## src/sbt_pkg.sv

```systemverilog
// Package for the sixteen-bit general timer: register map, control fields, reset values.
// Assumes a 32-bit Avalon-MM slave with word addresses in bytes.
package sbt_pkg;

	// Register byte offsets.
	localparam logic [3:0] SBT_OFF_CONTROL = 4'h0;
	localparam logic [3:0] SBT_OFF_PERIOD  = 4'h4;
	localparam logic [3:0] SBT_OFF_COUNT   = 4'h8;
	localparam logic [3:0] SBT_OFF_STATUS  = 4'hC;
	localparam logic [3:0] SBT_OFF_MASK    = 4'h0; // Mask sits at offset 0x10, see high bit below.
	localparam logic [4:0] SBT_OFF_MASK_W  = 5'h10;
	localparam logic [4:0] SBT_OFF_IDLE    = 5'h14;

	// Control field positions.
	localparam int SBT_BIT_RUN   = 15;
	localparam int SBT_BIT_IDLE  = 13;
	localparam int SBT_BIT_GATE  = 6;
	localparam int SBT_BIT_PS_HI = 5;
	localparam int SBT_BIT_PS_LO = 4;
	localparam int SBT_BIT_SYNC  = 2;
	localparam int SBT_BIT_SRC   = 1;

	// Writable control bits; the rest read as zero.
	localparam logic [15:0] SBT_CONTROL_MASK = 16'hA076;

	// Reset values.
	localparam logic [15:0] SBT_CONTROL_RST = 16'h0000;
	localparam logic [15:0] SBT_PERIOD_RST  = 16'hFFFF;
	localparam logic [15:0] SBT_COUNT_RST   = 16'h0000;

	// Prescale terminal counts, one less than the ratio.
	localparam logic [7:0] SBT_PS_DIV1   = 8'h00;
	localparam logic [7:0] SBT_PS_DIV8   = 8'h07;
	localparam logic [7:0] SBT_PS_DIV64  = 8'h3F;
	localparam logic [7:0] SBT_PS_DIV256 = 8'hFF;

	// Status and mask bit positions.
	localparam int SBT_EV_MATCH = 0;
	localparam int SBT_EV_GATE  = 1;

	// Decoded control fields.
	typedef struct packed {
		logic       run;
		logic       idle_stop;
		logic       gated_accumulate;
		logic [1:0] prescale_select;
		logic       ext_clock_sync;
		logic       clock_source_select;
	} sbt_ctrl_t;

	// Sampled external inputs.
	typedef struct packed {
		logic count_pin;
		logic gate;
	} sbt_pins_t;

	// Avalon register phases.
	typedef enum logic [1:0] {
		SBT_BUS_IDLE = 2'b01,
		SBT_BUS_DONE = 2'b10
	} sbt_bus_t;

endpackage

```

## src/sbt_timer.sv

```systemverilog
// Sixteen-bit general timer with prescaler, gating, idle stop and a sticky interrupt.
// Assumes a synchronous Avalon-MM master on REF_CLK and pins synchronous to REF_CLK.
//
// Function
// - One 16-bit counter: timer, sync, async counter.
// - Interrupt on period match or gate fall.
// - Bit 15 starts and stops the timer.
// - Bit 13 halts counting during idle.
// - Bit 6 gates only with internal source.
// - Bits 5-4 select 1, 8, 64, 256.
// - Bit 2 synchronises the external pin.
// - Bit 1 selects pin edges or internal.
// - Control write while running clears prescaler.
// - Unimplemented control bits read zero.
// - All control bits clear at reset.
//
// Decided for this implementation: the register offsets and the Avalon-MM register port.
`timescale 1ns/1ps
`default_nettype none
module sbt_timer
	import sbt_pkg::*;
(
	// Clock and reset.
	input  wire logic        REF_CLK,
	input  wire logic        RSTN,
	// Avalon-MM slave.
	input  wire logic [4:0]  AVS_ADDRESS,
	input  wire logic        AVS_READ,
	input  wire logic        AVS_WRITE,
	input  wire logic [31:0] AVS_WRITEDATA,
	input  wire logic [3:0]  AVS_BYTEENABLE,
	output var  logic [31:0] AVS_READDATA,
	output var  logic        AVS_WAITREQUEST,
	// Timer pins and system state.
	input  wire logic        EXT_COUNT_PIN,
	input  wire logic        GATE_PIN,
	input  wire logic        CPU_IDLE,
	// Interrupt.
	output var  logic        IRQ
);

	sbt_bus_t    bus_q;
	logic [15:0] control_q;
	logic [15:0] period_q;
	logic [15:0] count_q;
	logic [1:0]  status_q;
	logic [1:0]  mask_q;
	logic [7:0]  prescale_q;
	sbt_pins_t   pins_q;
	sbt_pins_t   pins_prev_q;
	logic        sync_a_q;
	logic        sync_b_q;
	logic        sync_prev_q;
	sbt_ctrl_t   ctrl;
	logic        access;
	logic        wr_hit;
	logic        src_edge;
	logic        gate_ok;
	logic        active;
	logic        input_tick;
	logic [7:0]  ps_limit;
	logic        count_tick;
	logic        match_tick;
	logic        gate_fall;
	logic [15:0] wdata;

	// Control word decoded into named fields.
	assign ctrl.run                 = control_q[SBT_BIT_RUN];
	assign ctrl.idle_stop           = control_q[SBT_BIT_IDLE];
	assign ctrl.gated_accumulate    = control_q[SBT_BIT_GATE];
	assign ctrl.prescale_select     = control_q[SBT_BIT_PS_HI:SBT_BIT_PS_LO];
	assign ctrl.ext_clock_sync      = control_q[SBT_BIT_SYNC];
	assign ctrl.clock_source_select = control_q[SBT_BIT_SRC];

	// A request is accepted in the cycle it appears while idle; waitrequest drops for the one cycle after.
	// Writes commit only at the edge where the master sees waitrequest low, so a dropped request never lands.
	assign access = (AVS_READ | AVS_WRITE) & (bus_q == SBT_BUS_IDLE);
	assign wr_hit = AVS_WRITE & (bus_q == SBT_BUS_DONE);
	assign wdata  = {AVS_BYTEENABLE[1] ? AVS_WRITEDATA[15:8] : 8'h00,
	                 AVS_BYTEENABLE[0] ? AVS_WRITEDATA[7:0] : 8'h00};

	// Bus handshake: waitrequest high while idle, low for the single answering cycle.
	always_ff @(posedge REF_CLK or negedge RSTN) begin
		if (!RSTN) begin
			bus_q           <= SBT_BUS_IDLE;
			AVS_WAITREQUEST <= 1'b1;
		end else begin
			case (bus_q)
				SBT_BUS_IDLE: begin
					bus_q           <= access ? SBT_BUS_DONE : SBT_BUS_IDLE;
					AVS_WAITREQUEST <= ~access;
				end
				SBT_BUS_DONE: begin
					bus_q           <= SBT_BUS_IDLE;
					AVS_WAITREQUEST <= 1'b1;
				end
				default: begin
					bus_q           <= SBT_BUS_IDLE;
					AVS_WAITREQUEST <= 1'b1;
				end
			endcase
		end
	end

	// Read data are captured at acceptance and stand during the answering cycle.
	always_ff @(posedge REF_CLK or negedge RSTN) begin
		if (!RSTN) begin
			AVS_READDATA <= 32'h0000_0000;
		end else if (access && AVS_READ) begin
			case (AVS_ADDRESS)
				{1'b0, SBT_OFF_CONTROL}: AVS_READDATA <= {16'h0000, control_q & SBT_CONTROL_MASK};
				{1'b0, SBT_OFF_PERIOD}:  AVS_READDATA <= {16'h0000, period_q};
				{1'b0, SBT_OFF_COUNT}:   AVS_READDATA <= {16'h0000, count_q};
				{1'b0, SBT_OFF_STATUS}:  AVS_READDATA <= {30'h0000_0000, status_q};
				SBT_OFF_MASK_W:          AVS_READDATA <= {30'h0000_0000, mask_q};
				SBT_OFF_IDLE:            AVS_READDATA <= {31'h0000_0000, CPU_IDLE};
				default:                 AVS_READDATA <= 32'h0000_0000;
			endcase
		end
	end

	// Configuration registers; only implemented control bits are stored.
	always_ff @(posedge REF_CLK or negedge RSTN) begin
		if (!RSTN) begin
			control_q <= SBT_CONTROL_RST;
			period_q  <= SBT_PERIOD_RST;
			mask_q    <= 2'b00;
		end else if (wr_hit) begin
			if (AVS_ADDRESS == {1'b0, SBT_OFF_CONTROL}) control_q <= wdata & SBT_CONTROL_MASK;
			if (AVS_ADDRESS == {1'b0, SBT_OFF_PERIOD})  period_q  <= wdata;
			if (AVS_ADDRESS == SBT_OFF_MASK_W)         mask_q    <= wdata[1:0];
		end
	end

	// Pin sampling; the two-stage chain serves the synchronised external clock path.
	always_ff @(posedge REF_CLK or negedge RSTN) begin
		if (!RSTN) begin
			pins_q      <= '0;
			pins_prev_q <= '0;
			sync_a_q    <= 1'b0;
			sync_b_q    <= 1'b0;
			sync_prev_q <= 1'b0;
		end else begin
			pins_q      <= '{count_pin: EXT_COUNT_PIN, gate: GATE_PIN};
			pins_prev_q <= pins_q;
			sync_a_q    <= EXT_COUNT_PIN;
			sync_b_q    <= sync_a_q;
			sync_prev_q <= sync_b_q;
		end
	end

	// Source edge: internal ticks every cycle, or a rising pin edge, synchronised or direct.
	// Without a second clock domain the unsynchronised path is only one flop faster.
	always_comb begin
		if (ctrl.clock_source_select) begin
			if (ctrl.ext_clock_sync) src_edge = sync_b_q & ~sync_prev_q;
			else                     src_edge = pins_q.count_pin & ~pins_prev_q.count_pin;
		end else begin
			src_edge = 1'b1;
		end
	end

	// Gating and idle stop.
	assign gate_ok    = ~(ctrl.gated_accumulate & ~ctrl.clock_source_select) | pins_q.gate;
	assign active     = ctrl.run & ~(ctrl.idle_stop & CPU_IDLE);
	assign input_tick = active & src_edge & gate_ok;

	// Prescale ratio lookup.
	always_comb begin
		case (ctrl.prescale_select)
			2'b11:   ps_limit = SBT_PS_DIV256;
			2'b10:   ps_limit = SBT_PS_DIV64;
			2'b01:   ps_limit = SBT_PS_DIV8;
			default: ps_limit = SBT_PS_DIV1;
		endcase
	end

	assign count_tick = input_tick & (prescale_q >= ps_limit);
	assign match_tick = count_tick & (count_q == period_q);

	// Prescale counter; a control write while running restarts it.
	always_ff @(posedge REF_CLK or negedge RSTN) begin
		if (!RSTN) begin
			prescale_q <= 8'h00;
		end else if (wr_hit && AVS_ADDRESS == {1'b0, SBT_OFF_CONTROL} && ctrl.run) begin
			prescale_q <= 8'h00;
		end else if (!ctrl.run) begin
			prescale_q <= 8'h00;
		end else if (input_tick) begin
			prescale_q <= count_tick ? 8'h00 : prescale_q + 8'h01;
		end
	end

	// Main counter; software may load it, a tick at the period returns it to zero.
	always_ff @(posedge REF_CLK or negedge RSTN) begin
		if (!RSTN) begin
			count_q <= SBT_COUNT_RST;
		end else if (wr_hit && AVS_ADDRESS == {1'b0, SBT_OFF_COUNT}) begin
			count_q <= wdata;
		end else if (match_tick) begin
			count_q <= 16'h0000;
		end else if (count_tick) begin
			count_q <= count_q + 16'h0001;
		end
	end

	// Gate falling edge only matters in gated internal mode.
	assign gate_fall = ctrl.run & ctrl.gated_accumulate & ~ctrl.clock_source_select
	                 & pins_prev_q.gate & ~pins_q.gate;

	// Sticky events: write one to clear, a new event in the same cycle wins.
	always_ff @(posedge REF_CLK or negedge RSTN) begin
		if (!RSTN) begin
			status_q <= 2'b00;
		end else begin
			for (int i = 0; i < 2; i++) begin
				if ((i == SBT_EV_MATCH && match_tick) || (i == SBT_EV_GATE && gate_fall)) begin
					status_q[i] <= 1'b1;
				end else if (wr_hit && AVS_ADDRESS == {1'b0, SBT_OFF_STATUS} && wdata[i]) begin
					status_q[i] <= 1'b0;
				end
			end
		end
	end

	// Level interrupt, registered so the output comes from a flop.
	always_ff @(posedge REF_CLK or negedge RSTN) begin
		if (!RSTN) IRQ <= 1'b0;
		else       IRQ <= |(status_q & mask_q);
	end

endmodule
`default_nettype wire

```

## config.mk

```make
export PLATFORM = sky130hd
export DESIGN_NAME = sbt_timer
export DESIGN_NICKNAME = d
export VERILOG_FILES = /design/src/sbt_pkg.sv /design/src/sbt_timer.sv
export SDC_FILE = /design/constraint.sdc
export NUM_CORES = 1
export LEC_CHECK = 0
export BUFFER_PORTS_ARGS = -buffer_cell sky130_fd_sc_hd__buf_4
export CORE_AREA = 3 3 82 114
export CTS_BUF_LIST = sky130_fd_sc_hd__clkbuf_2 sky130_fd_sc_hd__clkbuf_4 sky130_fd_sc_hd__clkbuf_8
export DETAILED_ROUTE_END_ITERATION = 10
export DIE_AREA = 0 0 85 117
export PLACE_DENSITY = 0.69
export SYNTH_ARGS = -nofsm -noshare
export SYNTH_HDL_FRONTEND = slang
export SYNTH_SLANG_ARGS = --single-unit
```

## constraint.sdc

```tcl
create_clock -name REF_CLK -period 6.4 [get_ports REF_CLK]
set_clock_uncertainty 0.2 [all_clocks]
set_input_delay 0.96 -clock REF_CLK [delete_from_list [all_inputs] [get_ports REF_CLK]]
set_output_delay 0.96 -clock REF_CLK [all_outputs]
set_load 0.02 [all_outputs]
```

; ---- Yosys cells after proc, flatten, opt, wreduce, memory -nomap -nowiden
; Index checks and enable logic that the tools add are counted.
[op_classes]
n_addsub = 2
n_reduce_logical = 15
n_lt_le_gt_ge = 1
n_mux = 20
bitwise = 25
n_eq_ne = 12
[ops]
columns = cell, count
row1 = 16-bit case mux with 6 select lines, 1
row2 = 16-bit 2-to-1 mux, 3
row3 = 8-bit 2-to-1 mux, 6
row4 = 8-bit case mux with 3 select lines, 1
row5 = "16-bit by 1-bit adder with 16-bit output, second input constant", 1
row6 = 16-bit == test, 1
row7 = 1-bit AND, 15
row8 = "5-bit by 4-bit == test with 1-bit output, second input constant", 2
row9 = "5-bit == test, second input constant", 2
row10 = "8-bit by 1-bit adder with 8-bit output, second input constant", 1
row11 = 8-bit greater-or-equal comparator, 1
row12 = 1-bit logical AND, 7
row13 = 1-bit 2-to-1 mux, 7
row14 = 1-bit NOT, 7
row15 = "2-bit == test, second input constant", 3
row16 = 2-bit AND reduction, 3
row17 = "5-bit by 3-bit == test with 1-bit output, second input constant", 1
row18 = 5-bit logical NOT, 1
row19 = "2-bit by 1-bit == test with 1-bit output, second input constant", 2
row20 = 2-bit 2-to-1 mux, 2
row21 = 2-bit nonzero test, 2
row22 = "3-bit by 1-bit != test with 1-bit output, second input constant", 1
row23 = 3-bit nonzero test, 1
row24 = 2-bit AND, 1
row25 = 2 further kinds, 3
[word_totals]
regBits = 92
in_bits = 48
output_inout_bits = 34

; ---- Depth between registers and ports, before layout
[logic_depth]
depth_word = 11
depth_mapped = 9

; ---- Worst setup path before layout
; OpenSTA, ideal clock, no wires.
[synth_timing]
path_kind = input port to flip-flop
startpoint = in AVS_ADDRESS[4]
endpoint = reg count_q[12]
path_stages = 7
slack_ns = 3.948
setup_time_ns = 0.141
path_buffers = 2
required_time_ns = 6.059
arrival_time_ns = 2.111
cell_sequence = clkbuf_1 > nor3_1 > and3b_1 > nand2_1 > clkbuf_1 > a21oi_1 > a31oi_1
[synth_via]
elab_chain_cells = 3
word_cells_on_any_way = 4
cone_classes = 1 x eq/ne / 1 x mux / 2 x reduce/logical
[synth_lines]
columns = element, line_no
row1 = "start, declared", sbt_timer.sv:27  ; input wire logic [4:0] AVS_ADDRESS,
row2 = 5-bit by 4-bit == test with 1-bit output (*), sbt_timer.sv:198  ; end else if (wr_hit && AVS_ADDRESS == {1'b0, SBT_OFF_COUNT}) begin
row3 = 1-bit logical AND (*), sbt_timer.sv:198
row4 = 3-bit nonzero test (no line) or 16-bit 2-to-1 mux (tied branches), n/a
row5 = "end signal, assigned", sbt_timer.sv:199  ; count_q <= wdata;
row6 = "end signal, assigned", sbt_timer.sv:203  ; count_q <= count_q + 16'h0001;
row7 = "end, declared", sbt_timer.sv:45  ; logic [15:0] count_q;
; Mark *: on every way between the ends. The rest lies on a longest branch, timed or not.
; A chain may end at the register's enable or synchronous reset.

; ---- Worst setup path after layout
[layout_timing]
startpoint = in AVS_ADDRESS[4]
endpoint = reg count_q[8]
; Same word-level chain as after synthesis.

==> flow_summary.json <==
{
  "outcome": "complete, no violations",
  "cts_tree": "yes",
  "seq_area_frac_synth": 0.457,
  "drv_slew": 0,
  "period_share": 0.509,
  "synth_top_flop_cell": "dfrtp_1",
  "sw_frac_of_total": 0.331,
  "final.fill_count": 781,
  "power_switching_uw": 426,
  "synth_top_area_share": 0.349,
  "die_h_um": 117,
  "route.vias.total": 3412,
  "yosys-top-cells-count": "84 x nand2_1, 58 x dfrtp_1, 51 x o21ai_0, 32 x a21oi_1, 20 x buf_4",
  "yosysTopAreaCell": "dfrtp_1",
  "hpwl_um": 7170,
  "hp-class": "flop to flop",
  "slowest_delay_ns": 0.69,
  "core_um2": 8340,
  "power_frac_comb": 0.231,
  "ios": 82,
  "cp_top_family": "simple AND/OR/NAND/NOR gates",
  "cpMaxStageDelayCell": "nand2_1",
  "io_buffers": 47,
  "crit_chain": "buf_4 -> nor3_1 -> and3b_1 -> nand2_1 -> a21oi_1 -> a31oi_1",
  "synth_mux_area_frac": 0.0193,
  "clk_latency_ns": 0.36,
  "clock_power_share": 0.301,
  "synth_simple_gate_area_frac": 0.213,
  "cts_resized": 0,
  "antenna_found_initial": 0,
  "clockBufferDepth": 2,
  "cp_num_buf_inv": 1,
  "h-tree-depth": 3,
  "fin_cells": 599,
  "finalHoldViolCount": 0,
  "relSlewSlack": 0.282,
  "drc": 0,
  "areaGrowthSynthToFinish_pct": 12.4,
  "place_congestion": 0.834,
  "ys_top_cells_by_area": "dfrtp_1 35%, dfstp_2 11%, nand2_1 7.6%",
  "die_w_um": 85,
  "synth-adder-area-share": 0.0241,
  "synth.most_common_cell": "nand2_1",
  "ant_nets": 0,
  "synth-edff-count": 0,
  "cp.arrival_ns": 3.25,
  "yosys.area_share.xor_xnor": 0.0337,
  "syn-instance-count": 460,
  "fin_tns_setup_ns": 0,
  "synth_area_um2": 4160,
  "total_leakage_power_uw": 0.00195,
  "yosys_warnings": 0,
  "drt-wirelength-per-cell_um": 16.3,
  "fin_nets": 548,
  "grt_pass1_vias": 3355,
  "powerDensity_nw_per_um2": 275,
  "timing.fmax_ghz": 0.307,
  "drtIter0Drc": 204,
  "cell_internal_pwr_uw": 861,
  "root_buffer": "clkbuf_8",
  "drive_gt1_frac": 0.179,
  "dp.cells": 583,
  "critPathKind": "primary input to flop",
  "gr-total-overflow": 0,
  "grt_setup_unrepaired": "no",
  "hold_buffers": 0,
  "die-area_um2": 9950,
  "path_max_fanout": 32,
  "cts_sinks": 75,
  "ys_ff_latch": 75,
  "cts_setup_buffers": 0,
  "initial_utilization": 0.498,
  "period_needed_ns": 3.26,
  "ir_worst_vdd_v": 0.000132,
  "yosysUniqueCellTypes": 48,
  "dr.pass1.iters": 5,
  "startpoint_type": "primary input",
  "path_clk_slew_ns": 0.07,
  "ys_async_sr_fraction": 1.00,
  "synth_top_family_by_area": "simple AND/OR/NAND/NOR gates",
  "cp.required_ns": 6.39,
  "diodes": 0,
  "setup_viol": 0,
  "worst_pin_slew_ns": 1.07,
  "cts_buffers": 9,
  "synth_compound_area_frac": 0.194,
  "drt_wl_total_um": 9780,
  "maxCapViolCount": 0,
  "power_uw": 1290,
  "p_seq_frac": 0.467,
  "grt_pass1_wl_um": 16200,
  "grt.total_usage": 0.208,
  "synth.avg_cell_area_um2": 9.04,
  "viasPerCell": 5.70,
  "crit_path_end_kind": "flop",
  "rows": 39,
  "grt_max_degree": 76
}
## cells in the final DEF, fill, tap and decap left out, types with 9 or more instances in the layout
master	netlist	layout
conb_1	1	16
dfrtp_1	58	58
nand3_1	9	9
xnor2_1	16	16
o21ai_1	13	13
nor2_1	19	19
clkbuf_8	0	12
a31oi_1	16	16
nand3b_1	12	12
buf_4	20	47
o21ai_0	51	51
a21oi_1	32	32
dfstp_2	17	17
nand2_1	84	84
## power groups by stage
stage | Sequential, uW | Clock, uW | Combinational, uW
after floorplan | 587 | 0 | 231
after global placement | 606 | 0 | 292
after detailed placement | 609 | 0 | 299
after CTS | 600 | 398 | 300
after global routing | 609 | 418 | 335
final | 602 | 388 | 298
## through the flow
step                      setup slack (ns)  hold slack (ns)  cell area, um^2   util
after global placement                2.80            0.150             4460  0.535
after CTS                             3.17            0.174             4670  0.560
final                                 3.14            0.171             4670  0.560
after floorplan                       3.95            0.145             4210      -
after detailed placement              2.77            0.156             4460  0.535
after global routing                  2.97            0.199             4670  0.560
## cell type report
class,instances,area [um^2],area share
multi-input combinational,356,2070,0.443
inverter,3,11.3,0.00241
timing repair buffer,47,353,0.0755
sequential,75,1900,0.406
clock buffer,12,165,0.0353
clock inverter,4,47.5,0.0102
tap,102,128,0.0273
## flip-flops by register name, summed over array words and instances, names as in the netlist
register      flops
AVS_READDATA     16
count_q          16
period_q         16
prescale_q        8
control_q         7
bus_q             2
mask_q            2
status_q          2
IRQ               1
pins_prev_q       1
pins_q            1
sync_a_q          1
sync_b_q          1
sync_prev_q       1
## logic make-up (layout without fill, tap and decap cells)
| kind of cell | after synthesis | count (layout) |
|---|---|---|
| AND/OR/NAND/NOR | 170 | 170 |
| AO/OA/AOI/OAI | 138 | 138 |
| flip-flops | 75 | 75 |
| buffers and inverters | 44 | 66 |
| XOR/XNOR | 16 | 16 |
| adder cells (fa/ha/maj) | 8 | 8 |
| multiplexers | 8 | 8 |
| other | 1 | 16 |
## per-layer routing
layer / routed length (um) / share of wire / track usage
met1: 4290 / 0.44 / 0.268
met5: 0 / 0 / 0
met3: 420 / 0.043 / 0.0315
met2: 4770 / 0.49 / 0.339
met4: 301 / 0.031 / 0.108
## worst reg2reg max path, cell delays in order, from the launching register on
cell and delay (ns):
dfstp_2 0.56, xnor2_1 0.12, nand4_1 0.18, nor4_4 0.95, nor3_2 0.33, nand4b_1 0.21, a31oi_1 0.10
## path summary, 6_finish.rpt
path / from / endpoint / slack (ns) / cells after the start
setup / recovery: AVS_ADDRESS[4] / count_q[8] / 3.14 / 6
hold / removal: sync_a_q / sync_b_q / 0.17 / 0
setup reg to reg: period_q[2] / count_q[9] / 3.57 / 6
hold reg to reg: sync_a_q / sync_b_q / 0.17 / 0
max in group asynchronous: RSTN / sync_b_q / 4.85 / 1
min in group asynchronous: RSTN / count_q[9] / 0.54 / 1
No activity file was read; power rests on OpenSTA's default activity.
